==> config.mk <==
export PLATFORM = sky130hd
export DESIGN_NAME = gpm_pin_mux
export DESIGN_NICKNAME = d
export VERILOG_FILES = /design/src/gpm_pkg.sv /design/src/gpm_pin_mux.sv
export VERILOG_INCLUDE_DIRS = /design/src /design/src/src
export SDC_FILE = /design/constraint.sdc
export NUM_CORES = 1
export LEC_CHECK = 0
export BUFFER_PORTS_ARGS = -buffer_cell sky130_fd_sc_hd__buf_2
export CORE_MARGIN = 2
export CORE_UTILIZATION = 30
export DETAILED_ROUTE_END_ITERATION = 10
export PLACE_DENSITY = 0.52
export SLEW_MARGIN = 20
export SYNTH_ARGS = -nofsm -noshare
export SYNTH_HDL_FRONTEND = slang
export SYNTH_SLANG_ARGS = --single-unit
==> constraint.sdc <==
create_clock -name clk_sys_in -period 1.7 [get_ports clk_sys_in]
set_input_delay 0.255 -clock clk_sys_in [delete_from_list [all_inputs] [get_ports clk_sys_in]]
set_output_delay 0.255 -clock clk_sys_in [all_outputs]
set_load 0.1 [all_outputs]
==> src/gpm_params.svh <==
/*
 Constants for the pin function mux: register offsets, field positions and
 reset values. Assumes inclusion by gpm_pin_mux only.
*/
`ifndef GPM_PARAMS_SVH
`define GPM_PARAMS_SVH
// Register indices; byte address is four times the index
`define GPM_IDX_PIN2_CFG 8'h0C
`define GPM_IDX_IO_PORT 8'h0E
`define GPM_ADDR_PIN2_CFG (`GPM_IDX_PIN2_CFG << 2)
`define GPM_ADDR_IO_PORT (`GPM_IDX_IO_PORT << 2)
`define GPM_ADDR_IRQ_STAT 8'h40
`define GPM_ADDR_IRQ_MASK 8'h44
// Pin function configuration fields
`define GPM_DRV_HI 7
`define GPM_DRV_LO 6
`define GPM_PUP_BIT 5
`define GPM_FSEL_HI 4
`define GPM_FSEL_LO 0
// Port register fields
`define GPM_EXT_HI 6
`define GPM_EXT_LO 4
`define GPM_ITSDO_BIT 3
`define GPM_DIO_HI 2
`define GPM_DIO_LO 0
// Reset values
`define GPM_PIN2_CFG_RST 8'h00
`define GPM_IO_PORT_RST 8'h00
`define GPM_IRQ_MASK_RST 3'h0
`endif

==> src/gpm_pkg.sv <==
/*
 Types for the pin function mux: the pin function codes.
 Assumes nothing beyond a SystemVerilog compiler.
*/
package gpm_pkg;
   typedef enum logic [4:0] {
      GPM_F_POR_N = 5'h00,
      GPM_F_WUT = 5'h01,
      GPM_F_LOWBAT = 5'h02,
      GPM_F_DIN = 5'h03,
      GPM_F_EXT_FALL = 5'h04,
      GPM_F_EXT_RISE = 5'h05,
      GPM_F_EXT_ANY = 5'h06,
      GPM_F_ADC = 5'h07,
      GPM_F_DOUT = 5'h0A,
      GPM_F_TXCLK = 5'h0F,
      GPM_F_TXDATA = 5'h10,
      GPM_F_RETX = 5'h11,
      GPM_F_TXSTATE = 5'h12,
      GPM_F_AFULL = 5'h13,
      GPM_F_VDD = 5'h1D
   } gpm_func_e;
endpackage

==> src/gpm_pin_mux.sv <==
/*
 Pin function mux and port control for three general-purpose pins, with an
 Avalon-MM slave for the third pin's configuration, the port register and
 an interrupt status/mask pair.
 Assumes all inputs synchronous to clk_sys_in; the first two pins' function
 codes come from configuration logic outside this block.
*/
`timescale 1ns/1ps
`include "gpm_params.svh"

// Functional notes
// - Bits 7:6 of pin 2 config set that pin's drive strength.
// - Pull-up bit connects pull-up only when pin 2 is a digital input.
// - Five-bit function select in bits 4:0; code 00000 drives inverted reset.
// - Code 00001 drives high once the wake-up timer expired.
// - Code 00010 drives high while battery is below threshold.
// - Code 00011 is direct input; 01010 is direct output set by software.
// - Codes 00100, 00101, 00110 interrupt on falling, rising, any edge.
// - Code 00111 routes pin to converter and disables digital use.
// - Code 01111 outputs transmit data clock; 10000 takes transmit data.
// - Code 10010 outputs transmit state; 10011 outputs buffer almost full.
// - Port bits 6:4 show external interrupt status of pins 2, 1, 0.
// - With bit 3 set and select high, interrupt request drives serial out.
// - Port bit 2 drives pin 2 as direct output, reads it as input.
// - Port bit 1 drives pin 1 as direct output, reads it as input.
// - Port bit 0 drives pin 0 as direct output, reads it as input.
module gpm_pin_mux
   import gpm_pkg::*;
#(
   parameter int NUM_PINS = 3
)
(
   // Clock and reset
   input wire logic clk_sys_in,
   input wire logic resetn_in,
   // Avalon-MM slave
   input wire logic [7:0] avs_address_in,
   input wire logic avs_read_in,
   input wire logic avs_write_in,
   input wire logic [31:0] avs_writedata_in,
   input wire logic [3:0] avs_byteenable_in,
   output logic [31:0] avs_readdata_out,
   output logic avs_waitrequest_out,
   // Function codes of the first two pins
   input wire logic [4:0] pin0_function_select_in,
   input wire logic [4:0] pin1_function_select_in,
   // Internal sources
   input wire logic por_in,
   input wire logic wakeup_timer_expired_in,
   input wire logic low_battery_in,
   input wire logic tx_data_clk_in,
   input wire logic tx_state_in,
   input wire logic tx_fifo_almost_full_in,
   input wire logic interrupt_request_n_in,
   // Serial port
   input wire logic serial_select_n_in,
   input wire logic spi_sdo_data_in,
   output logic sdo_out,
   output logic sdo_oe_n_out,
   // Pins
   input wire logic [NUM_PINS-1:0] pin_in,
   output logic [NUM_PINS-1:0] pin_out,
   output logic [NUM_PINS-1:0] pin_oe_n_out,
   output logic [1:0] pin_drive_strength_out,
   output logic pullup_enable_out,
   output logic [NUM_PINS-1:0] adc_input_sel_out,
   // Routed inputs
   output logic tx_data_out,
   output logic retx_request_out,
   // Interrupt
   output logic irq_out
);

   logic [7:0] pin2_cfg_q;
   logic itsdo_q;
   logic [NUM_PINS-1:0] dio_q;
   logic [NUM_PINS-1:0] prev_q;
   logic [NUM_PINS-1:0] ext_st_q;
   logic [NUM_PINS-1:0] irq_stat_q;
   logic [NUM_PINS-1:0] irq_mask_q;
   logic [4:0] fsel [NUM_PINS];
   logic [NUM_PINS-1:0] drv_d;
   logic [NUM_PINS-1:0] oe_n_d;
   logic [NUM_PINS-1:0] ext_ev;
   logic [NUM_PINS-1:0] is_din;
   logic [NUM_PINS-1:0] is_txd;
   logic [NUM_PINS-1:0] is_retx;
   logic [NUM_PINS-1:0] is_adc;
   logic [NUM_PINS-1:0] is_dig_in;
   logic [NUM_PINS-1:0] dio_rd;
   logic req;
   logic acc;
   logic acc_wr;
   logic acc_rd;
   logic [7:0] rd_d;
   localparam logic [7:0] PORT_RST = `GPM_IO_PORT_RST;

   assign fsel[0] = pin0_function_select_in;
   assign fsel[1] = pin1_function_select_in;
   assign fsel[2] = pin2_cfg_q[`GPM_FSEL_HI:`GPM_FSEL_LO];

   // Bus handshake: one wait cycle, access completes when waitrequest is low
   assign req = avs_read_in | avs_write_in;
   assign acc = req & ~avs_waitrequest_out;
   assign acc_wr = acc & avs_write_in & avs_byteenable_in[0];
   assign acc_rd = acc & avs_read_in;

   always_ff @(posedge clk_sys_in or negedge resetn_in)
   begin
      if (!resetn_in)
         avs_waitrequest_out <= 1'b1;
      else if (req && avs_waitrequest_out)
         avs_waitrequest_out <= 1'b0;
      else
         avs_waitrequest_out <= 1'b1;
   end

   // Per-pin function decode and edge detection
   genvar gi;
   generate
      for (gi = 0; gi < NUM_PINS; gi++)
      begin : g_pin
         always_comb
         begin
            drv_d[gi] = 1'b0;
            oe_n_d[gi] = 1'b0;
            case (fsel[gi])
               GPM_F_POR_N: drv_d[gi] = ~por_in;
               GPM_F_WUT: drv_d[gi] = wakeup_timer_expired_in;
               GPM_F_LOWBAT: drv_d[gi] = low_battery_in;
               GPM_F_DOUT: drv_d[gi] = dio_q[gi];
               GPM_F_TXCLK: drv_d[gi] = tx_data_clk_in;
               GPM_F_TXSTATE: drv_d[gi] = tx_state_in;
               GPM_F_AFULL: drv_d[gi] = tx_fifo_almost_full_in;
               GPM_F_VDD: drv_d[gi] = 1'b1;
               GPM_F_DIN, GPM_F_EXT_FALL, GPM_F_EXT_RISE, GPM_F_EXT_ANY,
               GPM_F_ADC, GPM_F_TXDATA, GPM_F_RETX: oe_n_d[gi] = 1'b1;
               default: drv_d[gi] = 1'b0;
            endcase
         end

         assign is_din[gi] = (fsel[gi] == GPM_F_DIN);
         assign is_txd[gi] = (fsel[gi] == GPM_F_TXDATA);
         assign is_retx[gi] = (fsel[gi] == GPM_F_RETX);
         assign is_adc[gi] = (fsel[gi] == GPM_F_ADC);
         assign is_dig_in[gi] = oe_n_d[gi] & ~is_adc[gi];
         assign dio_rd[gi] = is_din[gi] ? prev_q[gi] : dio_q[gi];
         always_comb
         begin
            case (fsel[gi])
               GPM_F_EXT_FALL: ext_ev[gi] = prev_q[gi] & ~pin_in[gi];
               GPM_F_EXT_RISE: ext_ev[gi] = ~prev_q[gi] & pin_in[gi];
               GPM_F_EXT_ANY: ext_ev[gi] = prev_q[gi] ^ pin_in[gi];
               default: ext_ev[gi] = 1'b0;
            endcase
         end
      end
   endgenerate

   // Pin drivers
   always_ff @(posedge clk_sys_in or negedge resetn_in)
   begin
      if (!resetn_in)
      begin
         pin_out <= '0;
         pin_oe_n_out <= '1;
         adc_input_sel_out <= '0;
         prev_q <= '0;
      end
      else
      begin
         pin_out <= drv_d;
         pin_oe_n_out <= oe_n_d;
         adc_input_sel_out <= is_adc;
         prev_q <= pin_in;
      end
   end

   // Pin 2 electrical settings
   always_ff @(posedge clk_sys_in or negedge resetn_in)
   begin
      if (!resetn_in)
      begin
         pin_drive_strength_out <= 2'h0;
         pullup_enable_out <= 1'b0;
      end
      else
      begin
         pin_drive_strength_out <= pin2_cfg_q[`GPM_DRV_HI:`GPM_DRV_LO];
         pullup_enable_out <= pin2_cfg_q[`GPM_PUP_BIT] & is_dig_in[2];
      end
   end

   // Routed input functions
   always_ff @(posedge clk_sys_in or negedge resetn_in)
   begin
      if (!resetn_in)
      begin
         tx_data_out <= 1'b0;
         retx_request_out <= 1'b0;
      end
      else
      begin
         tx_data_out <= |(is_txd & pin_in);
         retx_request_out <= |(is_retx & pin_in);
      end
   end

   // Serial output: interrupt request shown while select is idle
   always_ff @(posedge clk_sys_in or negedge resetn_in)
   begin
      if (!resetn_in)
      begin
         sdo_out <= 1'b0;
         sdo_oe_n_out <= 1'b1;
      end
      else if (!serial_select_n_in)
      begin
         sdo_out <= spi_sdo_data_in;
         sdo_oe_n_out <= 1'b0;
      end
      else
      begin
         sdo_out <= itsdo_q & interrupt_request_n_in;
         sdo_oe_n_out <= ~itsdo_q;
      end
   end

   // Configuration writes
   always_ff @(posedge clk_sys_in or negedge resetn_in)
   begin
      if (!resetn_in)
      begin
         pin2_cfg_q <= `GPM_PIN2_CFG_RST;
         itsdo_q <= PORT_RST[`GPM_ITSDO_BIT];
         dio_q <= PORT_RST[`GPM_DIO_HI:`GPM_DIO_LO];
         irq_mask_q <= `GPM_IRQ_MASK_RST;
      end
      else if (acc_wr)
      begin
         case (avs_address_in)
            `GPM_ADDR_PIN2_CFG: pin2_cfg_q <= avs_writedata_in[7:0];
            `GPM_ADDR_IO_PORT:
            begin
               itsdo_q <= avs_writedata_in[`GPM_ITSDO_BIT];
               dio_q <= avs_writedata_in[`GPM_DIO_HI:`GPM_DIO_LO];
            end
            `GPM_ADDR_IRQ_MASK: irq_mask_q <= avs_writedata_in[NUM_PINS-1:0];
            default: ;
         endcase
      end
   end

   // Sticky status; reads clear only the bits they returned, new events win
   always_ff @(posedge clk_sys_in or negedge resetn_in)
   begin
      if (!resetn_in)
      begin
         ext_st_q <= '0;
         irq_stat_q <= '0;
      end
      else
      begin
         if (acc_rd && avs_address_in == `GPM_ADDR_IO_PORT)
            ext_st_q <= (ext_st_q & ~avs_readdata_out[`GPM_EXT_HI:`GPM_EXT_LO]) | ext_ev;
         else
            ext_st_q <= ext_st_q | ext_ev;
         if (acc_rd && avs_address_in == `GPM_ADDR_IRQ_STAT)
            irq_stat_q <= (irq_stat_q & ~avs_readdata_out[NUM_PINS-1:0]) | ext_ev;
         else
            irq_stat_q <= irq_stat_q | ext_ev;
      end
   end

   always_ff @(posedge clk_sys_in or negedge resetn_in)
   begin
      if (!resetn_in)
         irq_out <= 1'b0;
      else
         irq_out <= |(irq_stat_q & irq_mask_q);
   end

   // Read data is captured in the wait cycle and held through completion
   always_comb
   begin
      rd_d = 8'h00;
      case (avs_address_in)
         `GPM_ADDR_PIN2_CFG: rd_d = pin2_cfg_q;
         `GPM_ADDR_IO_PORT: rd_d = {1'b0, ext_st_q, itsdo_q, dio_rd};
         `GPM_ADDR_IRQ_STAT: rd_d = {5'h00, irq_stat_q};
         `GPM_ADDR_IRQ_MASK: rd_d = {5'h00, irq_mask_q};
         default: rd_d = 8'h00;
      endcase
   end

   always_ff @(posedge clk_sys_in or negedge resetn_in)
   begin
      if (!resetn_in)
         avs_readdata_out <= 32'h0000_0000;
      else if (avs_read_in && avs_waitrequest_out)
         avs_readdata_out <= {24'h00_0000, rd_d};
   end
endmodule // gpm_pin_mux

==> results of run 1 <==
==> power by group through the flow <==
stage / logic (mW) / registers, mW / clock network [mW]
floorplan: 0.438 / 1.54 / 0
global placement: 0.816 / 1.32 / 0
detailed placement: 0.821 / 1.32 / 0
CTS: 0.823 / 1.30 / 0.782
global route: 0.869 / 1.31 / 0.834
finish: 0.818 / 1.30 / 0.742
==> final cells by class <==
type / count / area [sq um]
clock buffer: 5 / 68.8
clock inverter: 3 / 26.3
fill: 973 / 5810
inverter: 19 / 71.3
multi-input combinational: 207 / 1400
sequential: 50 / 1260
tap: 129 / 161
timing repair buffer: 83 / 483
==> Yosys cell counts (all sizes together), types with 2 or more instances <==
cell / instances
dfrtp: 45
buf: 30
o21ai: 20
inv: 19
nand2: 18
nor2: 18
mux2: 14
mux2i: 9
a21oi: 8
nor2b: 8
nand3: 7
a31oi: 6
clkbuf: 6
ha: 6
nand4: 6
and3: 5
dfstp: 5
nor3: 5
and4: 4
nand2b: 4
nor3b: 4
and3b: 3
and4b: 3
o22ai: 3
a21bo: 2
a21o: 2
nand4b: 2
o221ai: 2
or2: 2
==> flip-flops by register name, summed over array words and instances (netlist names) <==
name and flops:
pin_oe_n_out 3, sdo_oe_n_out 1, adc_input_sel_out 3, irq_out 1, ext_st_q 3, pin2_cfg_q 8
avs_waitrequest_out 1, avs_readdata_out 8, itsdo_q 1, irq_stat_q 3, prev_q 3, pullup_enable_out 1
sdo_out 1, retx_request_out 1, pin_out 3, irq_mask_q 3, dio_q 3, pin_drive_strength_out 2
tx_data_out 1
==> worst register-to-register path, cell delays in order (launching register included) <==
cell and delay (ps):
dfstp_4 470, and3b_2 230, buf_4 120, nand2_1 80, nor4_4 230, mux2_2 370
==> per-layer routing <==
metal  up-vias  part of all wire  track usage
li1       1131                 -            -
met1      1091              0.47        0.190
met2        61              0.47        0.228
met3         7             0.046       0.0233
met4         0             0.012       0.0421
met5         -                 0            0
==> kinds of logic after synthesis <==
kind of cell | Yosys count
simple gates | 98
compound gates | 56
flops | 50
buf+inv | 55
fa+ha+maj | 6
other cells | 1
mux | 23
==> stage by stage <==
| stage | setup TNS (ps) | setup slack (ps) | cells |
|---|---|---|---|
| final | 0 | 78.3 | 496 |
| after global routing | 0 | 2.61 | 496 |
| after CTS | 0 | 68.3 | 496 |
| after detailed placement | -268 | -46.7 | 487 |
| after global placement | -159 | -24.4 | 487 |
| after floorplan | -321 | -45.8 | 312 |
==> path summary, 6_finish.rpt <==
| path | start | cells after the start | slack (ps) | to |
|---|---|---|---|---|
| min in group asynchronous | resetn_in | 3 | 460 | pin_out[1] |
| min | pin_in[2] | 1 | 90 | prev_q[2] |
| max reg2reg | avs_waitrequest_out | 5 | 80 | irq_mask_q[0] |
| max in group asynchronous | resetn_in | 3 | 930 | pin_oe_n_out[0] |
| max | avs_waitrequest_out | 5 | 80 | irq_mask_q[0] |
| min reg2reg | pin2_cfg_q[7] | 0 | 410 | pin_drive_strength_out[1] |
==> timing repair <==
action | in CTS | in global routing
gates resized for setup | 1 | 0
endpoints found under the setup margin | 7 | 0
hold buffers | 1 | 0
endpoints found under the hold margin | 45 | 0
==> results_dict.tcl, run 1 <==
set metrics [dict create \
    status "complete, no violations" \
    ios 120 \
    start_util 0.311 \
    cts_tree "built" \
    layout_common_cells "67 x buf_2, 45 x dfrtp_1, 24 x conb_1" \
    grt_remaining_overflow 0 \
    ys_types 60 \
    cp_max_fo 3 \
    core_sq_um 9280 \
    setup.worst_path.class "reg -> reg" \
    power_mw 2.86 \
    ys_top_cells_by_area "dfrtp_1 39%, buf_4 6.8%, dfstp_2 4.5%, mux2_2 3.9%, o21ai_0 3.5%" \
    worstSetupEndpointType "flop" \
    final_core_util 0.374 \
    p_int_mw 1.74 \
    grt_usage 0.140 \
    max_cap_violations 0 \
    num_antenna_cells 0 \
    synth-simple-area-share 0.211 \
    clock_skew_ps 11.7 \
    p_comb_frac 0.286 \
    finish.net_count 442 \
    drt-initial-drc-count 57 \
    place.gp.congestion 0.763 \
    io_buffers 68 \
    netSwitchingPower_mw 1.12 \
    rows 35 \
    path_delay_family "simple AND/OR/NAND/NOR gates" \
    vdd_drop_max_uv 349 \
    syn_inst 289 \
    postSynthAreaPerCell_sq_um 10.0 \
    cts.sinks 50 \
    cp.required_ps 1900 \
    layout-drive-gt1-share 0.335 \
    synth_top_cell_by_area "dfrtp_1" \
    p_sw_frac 0.393 \
    htreeDepth 2 \
    wl_microns 7030 \
    cts_max_path_buffers 2 \
    netlist_area_sq_um 2890 \
    synth_edf_count 0 \
    cpPeakStageDelay_ps 470 \
    grt_pass1_wl_microns 11300 \
    placed_cell_area_sq_um 3360 \
    synth_mux_area_frac 0.0909 \
    yosys_most_used_dff "dfrtp_1" \
    setup_viol 0 \
    wl_per_cell_microns 14.2 \
    ys_async_sr_fraction 1.00 \
    fin_crit_sh 0.954 \
    syn2layout_area_growth_pct 20.1 \
    rsz0062_at_grt "false" \
    clk_pin_slew_worst_paths_ps 110 \
    hold_class "in -> reg" \
    stdcell_area_sq_um 3470 \
    grt_antenna_before_repair 0 \
    holdWs_ps 94.0 \
    drv_slew 0 \
    power.leakage_nw 1.76 \
    crit_buf_inv 1 \
    ant_nets 0 \
    power_density_nw_per_um2 824 \
    synth_warnings 0 \
    crit_slowest_cell "dfstp_4" \
    max_freq_ghz 0.617 \
    ys_seq_elements 50 \
    die_area_sq_um 10400 \
    drt_first_pass_iters 4 \
    finalCriticalPeriod_ps 1620 \
    insertion_delay_ps 310 \
    detailed_place_hpwl_microns 5430 \
    drcViolationCount 0 \
    start_kind "flop" \
    hold_viol_final 0 \
    synth_xor_area_frac 0 \
    cp_cell_sequence "and3b_2 > buf_4 > nand2_1 > nor4_4 > mux2_2" \
    worst_ep_arrival_time_ps 1820 \
    synth_top_family_by_area "simple AND/OR/NAND/NOR gates" \
    power_frac_clock 0.260 \
    yosys.area.top_type_share 0.390 \
    seqPwrFrac 0.454 \
    grt_pass1_vias 2216 \
    cts_buffers 5 \
    vias 2290 \
    synthAdderAreaFrac 0.0260 \
    grt_start_max_net_pins 51 \
    die_x_microns 102 \
    synth_compound_area_frac 0.124 \
    post_cts.repair.setup_buffers 0 \
    final_common_cell "buf_2" \
    clockRootBuffer "clkbuf_8" \
    ys_seq_area_frac 0.435 \
    via_per_inst 4.62 \
    die_h_microns 102 \
]
No activity file was read; power rests on OpenSTA's default activity.
==> inputs of run 2 (changes only) <==
--- a/config.mk
+++ b/config.mk
@@ -7,6 +7,7 @@
 export NUM_CORES = 1
 export LEC_CHECK = 0
 export BUFFER_PORTS_ARGS = -buffer_cell sky130_fd_sc_hd__buf_2
+export CORE_ASPECT_RATIO = 1.2
 export CORE_MARGIN = 2
 export CORE_UTILIZATION = 30
 export DETAILED_ROUTE_END_ITERATION = 10
==> run 2 against run 1 <==
Critical path depth decreased by 1. Sequential power about the same. Utilization decreased by 0.30 points. Sequential cell count unchanged. Critical path type unchanged. Largest cell class unchanged.
==> results_dict.tcl, run 2 (synthesized netlist as in run 1, its figures left out) <==
set metrics [dict create \
    grt_pass1_wl_microns 11700 \
    layout-drive-gt1-share 0.331 \
    ios 120 \
    syn2layout_area_growth_pct 21.5 \
    reg_top3 "avs_readdata_out (8), pin2_cfg_q (8)" \
    via_per_inst 4.80 \
    layout_setup_ws_ps 119 \
    seqPwrFrac 0.416 \
    grt_remaining_overflow 0 \
    final_common_cell "buf_2" \
    grt_start_max_net_pins 51 \
    htreeDepth 2 \
    clock_skew_ps 7.05 \
    placed_cells 480 \
    status "complete, no violations" \
    finalCriticalPeriod_ps 1580 \
    setup.worst_path.class "reg -> reg" \
    post_cts.repair.setup_buffers 0 \
    clockRootBuffer "clkbuf_16" \
    insertion_delay_ps 290 \
    vias 2347 \
    hold_class "in -> reg" \
    grt_usage 0.141 \
    grt_pass1_vias 2260 \
    die_h_microns 112 \
    stdcell_count 489 \
    cts_resized 0 \
    finish.net_count 441 \
    p_int_mw 2.02 \
    preCtsSetupSlack_ps 97.1 \
    cts_max_path_buffers 2 \
    wl_per_cell_microns 14.7 \
    setup_viol 0 \
    rows 39 \
    num_antenna_cells 0 \
    p_comb_frac 0.260 \
    max_cap_violations 0 \
    fin_setup_tns_ps 0 \
    worstSetupEndpointType "flop" \
    p_sw_frac 0.357 \
    drcViolationCount 0 \
    drt-initial-drc-count 82 \
    start_util 0.305 \
    cp.required_ps 1930 \
    power.leakage_nw 1.78 \
    worstHoldStart "pin_in[1]" \
    hold_viol_final 0 \
    drv_slew 0 \
    fin_crit_sh 0.930 \
    r2r_start "pin2_cfg_q[4]" \
    start_kind "flop" \
    grt_antenna_before_repair 0 \
    cts.sinks 50 \
    io_buffers 68 \
    power_frac_clock 0.324 \
    power_density_nw_per_um2 892 \
    clk_pin_slew_worst_paths_ps 70 \
    netSwitchingPower_mw 1.12 \
    die_area_sq_um 10400 \
    cts_buffers 5 \
    cts_tree "built" \
    wl_microns 7200 \
    place.gp.congestion 0.798 \
    vdd_drop_max_uv 406 \
    drt_first_pass_iters 4 \
    cp_max_fo 12 \
    rsz0062_at_grt "false" \
    detailed_place_hpwl_microns 5580 \
    ant_nets 0 \
    worst_ep_arrival_time_ps 1810 \
    crit_start "pin2_cfg_q[4]" \
    core_sq_um 9470 \
    die_x_microns 93.6 \
    layout_common_cells "67 x buf_2, 45 x dfrtp_1, 24 x conb_1" \
    max_freq_ghz 0.632 \
]
run 2: cell count changes in the layout (fill, tap and decap cells not counted):
cell,change
clkinvlp_4,+1
clkinv_2,+1
clkbuf_8,-4
clkbuf_16,+5
and4b_1,+1
buf_4,-1
inv_6,-2
and4b_2,-1
clkinv_4,-1
run 2: metrics by stage:
step	power (mW)	instance area, sq um	hold WS, ps	util
3_3_place_gp	2.13	3350	269	0.354
3_5_place_dp	2.14	3350	268	0.354
5_1_grt	3.28	3510	117	0.371
2_1_floorplan	1.97	2980	-40.6	-
6_report	3.13	3510	118	0.371
4_1_cts	3.17	3510	114	0.371
run 2: power groups by stage:
stage	combinational [mW]	clock (mW)	sequential (mW)
2_1_floorplan	0.438	0	1.54
3_3_place_gp	0.811	0	1.32
3_5_place_dp	0.817	0	1.33
4_1_cts	0.820	1.05	1.30
5_1_grt	0.865	1.10	1.31
6_report	0.816	1.01	1.30
run 2: layout make-up:
| cell class | instances | area (sq um) |
|---|---|---|
| Inverter | 19 | 71.3 |
| Clock inverter | 2 | 12.5 |
| Tap cell | 123 | 154 |
| Sequential cell | 50 | 1260 |
| Timing Repair Buffer | 82 | 475 |
| Multi-Input combinational cell | 207 | 1400 |
| Clock buffer | 6 | 139 |
| Fill cell | 977 | 5960 |
run 2: path summary, 6_finish.rpt:
check                      depth (start not counted)  slack, ps                         to
setup / recovery                                   4        120        avs_readdata_out[2]
min in group asynchronous                          3        490          pullup_enable_out
hold reg to reg                                    0        420  pin_drive_strength_out[1]
setup reg to reg                                   4        120        avs_readdata_out[2]
max in group asynchronous                          3        920            pin_oe_n_out[1]
hold / removal                                     1        120                  prev_q[1]
run 2: worst max-delay path, stage by stage (launching register included):
cell and delay, ps:
dfrtp_1 510, nor2_1 190, or4b_1 450, a21boi_1 190
o32a_1 180
run 2: routing by layer:
layer / share of wire / GRT usage / wire length, microns
met1: 0.45 / 0.190 / 3200
met2: 0.49 / 0.234 / 3550
met3: 0.048 / 0.0230 / 342
met4: 0.013 / 0.0425 / 96
met5: 0 / 0 / 0
run 2: timing repair:
action,CTS,global route
hold buffers,1,0
setup endpoints to repair,0,0
endpoints found under the hold margin,45,0
==> inputs of run 3 (changes only) <==
--- a/config.mk
+++ b/config.mk
@@ -6,6 +6,7 @@
 export SDC_FILE = /design/constraint.sdc
 export NUM_CORES = 1
 export LEC_CHECK = 0
+export ABC_AREA = 0
 export BUFFER_PORTS_ARGS = -buffer_cell sky130_fd_sc_hd__buf_2
 export CORE_ASPECT_RATIO = 1.2
 export CORE_MARGIN = 2
==> constraint.sdc (replaced) <==
create_clock -name clk_sys_in -period 2 [get_ports clk_sys_in]
set_input_delay 0.3 -clock clk_sys_in [delete_from_list [all_inputs] [get_ports clk_sys_in]]
set_output_delay 0.3 -clock clk_sys_in [all_outputs]
set_load 0.1 [all_outputs]
==> run 3 against run 2 <==
Maximum frequency fell by 2.1%. Global-route usage barely moved. Non-clock buffer count fell by 9. Critical path type unchanged. Sequential cell count did not move. Cell count fell by 1.8%. Die area did not move. Setup slack improved by 270 ps. Wire length fell by 0.68%. Clock power fell by 6%. Sequential power fell by 15%. Largest cell class unchanged. Critical endpoint is now pin2_cfg_q[3]. Combinational power fell by 19%. First-iteration DRC count rose by 4.9%.
==> results_dict.tcl, run 3 (synthesized netlist as in run 1, its figures left out) <==
set metrics [dict create \
    status "complete, no violations" \
    rr_worst_depth 4 \
    rows 39 \
    grt_usage 0.141 \
    core_sq_um 9470 \
    vias 2275 \
    drcViolationCount 0 \
    power.leakage_nw 1.73 \
    max_cap_violations 0 \
    clockRootBuffer "clkbuf_16" \
    hold_viol_final 0 \
    layout-drive-gt1-share 0.311 \
    ant_nets 0 \
    maxSlewHeadroom 0.607 \
    place.gp.congestion 0.812 \
    worstMarginPinSlew_ps 590 \
    grt_antenna_before_repair 0 \
    cts_max_path_buffers 2 \
    fin_setup_tns_ps 0 \
    worst_ep_arrival_time_ps 1790 \
    final_common_cell "buf_2" \
    power_mw 2.72 \
    setup_viol 0 \
    detailed_place_hpwl_microns 5550 \
    finish.net_count 432 \
    placed_cell_area_sq_um 3260 \
    grt_pass1_wl_microns 11700 \
    num_antenna_cells 0 \
    cts_buffers 5 \
    insertion_delay_ps 290 \
    fin_crit_sh 0.807 \
    clk_pin_slew_worst_paths_ps 60 \
    syn2layout_area_growth_pct 18.5 \
    layout_common_cells "68 x buf_2, 45 x dfrtp_1, 24 x conb_1" \
    cts_resized 0 \
    via_per_inst 4.74 \
    cp.required_ps 2170 \
    ios 120 \
    max_freq_ghz 0.619 \
    drt_first_pass_iters 4 \
    start_util 0.305 \
    wl_microns 7150 \
    clock_skew_ps 2.51 \
    grt_pass1_vias 2234 \
    reg_top3 "avs_readdata_out (8), pin2_cfg_q (8)" \
    reg2reg_to "pin2_cfg_q[3]" \
    stdcell_area_sq_um 3420 \
    vdd_drop_max_uv 313 \
    r2r_start "avs_waitrequest_out" \
    die_h_microns 112 \
    n_fill_cell 995 \
    worstSetupEndpointType "flop" \
    hold_class "in -> async" \
    power_density_nw_per_um2 795 \
    cts.sinks 50 \
    setup.worst_path.class "reg -> reg" \
    hold_buffers 0 \
    drv_slew 0 \
    grt_remaining_overflow 0 \
    wl_per_cell_microns 14.9 \
    drt-initial-drc-count 86 \
    rsz0062_at_grt "false" \
    cts_tree "built" \
    seqCellArea_sq_um 1260 \
    post_cts.repair.setup_buffers 0 \
    io_buffers 68 \
    die_x_microns 93.6 \
    cp_max_fo 8 \
    final_core_util 0.362 \
    finalCriticalPeriod_ps 1610 \
    htreeDepth 2 \
    grt_start_max_net_pins 27 \
    reg2reg_slack_ps 390 \
    start_kind "flop" \
    multi_input_area_sq_um 1400 \
    die_area_sq_um 10400 \
]
run 3: worst max-delay path by stage:
stage,end,slack (ps),startpoint,depth (start not counted)
global route,pin_out[2],280,pin2_cfg_q[4],4
finish,pin2_cfg_q[3],390,avs_waitrequest_out,4
floorplan,pin2_cfg_q[1],130,avs_waitrequest_out,4
detailed placement,pin2_cfg_q[1],270,avs_address_in[2],5
CTS,pin2_cfg_q[3],370,avs_waitrequest_out,4
global placement,pin2_cfg_q[5],290,avs_address_in[2],5
run 3: final cells by class:
| type | count | share of cell area |
|---|---|---|
| Clock buffer | 6 | 0.0376 |
| Multi-Input combinational cell | 207 | 0.408 |
| Clock inverter | 2 | 0.0110 |
| Timing Repair Buffer | 73 | 0.110 |
| Sequential cell | 50 | 0.367 |
| Inverter | 19 | 0.0208 |
| Tap cell | 123 | 0.0450 |
run 3: per-layer routing:
layer  global-route usage  wire [microns]  up-vias
met5                    0               0        -
li1                     -               -     1121
met3               0.0223             312        6
met2                0.243            3580       65
met1                0.183            3190     1083
met4               0.0377              61        0
run 3: worst max-delay path: stages (launching register included):
cell and delay, ps:
dfstp_2 560, and3b_1 240, and4b_1 240, buf_4 180, mux2_2 280
run 3: report_power, final:
part | internal, mW | total [mW] | switching, mW
clock | 0.591 | 0.953 | 0.362
sequential | 1.07 | 1.11 | 0.0389
combinational | 0.125 | 0.663 | 0.538
run 3: metrics by stage:
stage / hold WS (ps) / worst slack (ps) / instances
after floorplan: 4.41 / 134 / 312
after global placement: 335 / 289 / 472
after detailed placement: 343 / 267 / 472
after CTS: 31.2 / 372 / 480
after global routing: 46.4 / 280 / 480
final: 9.86 / 385 / 480
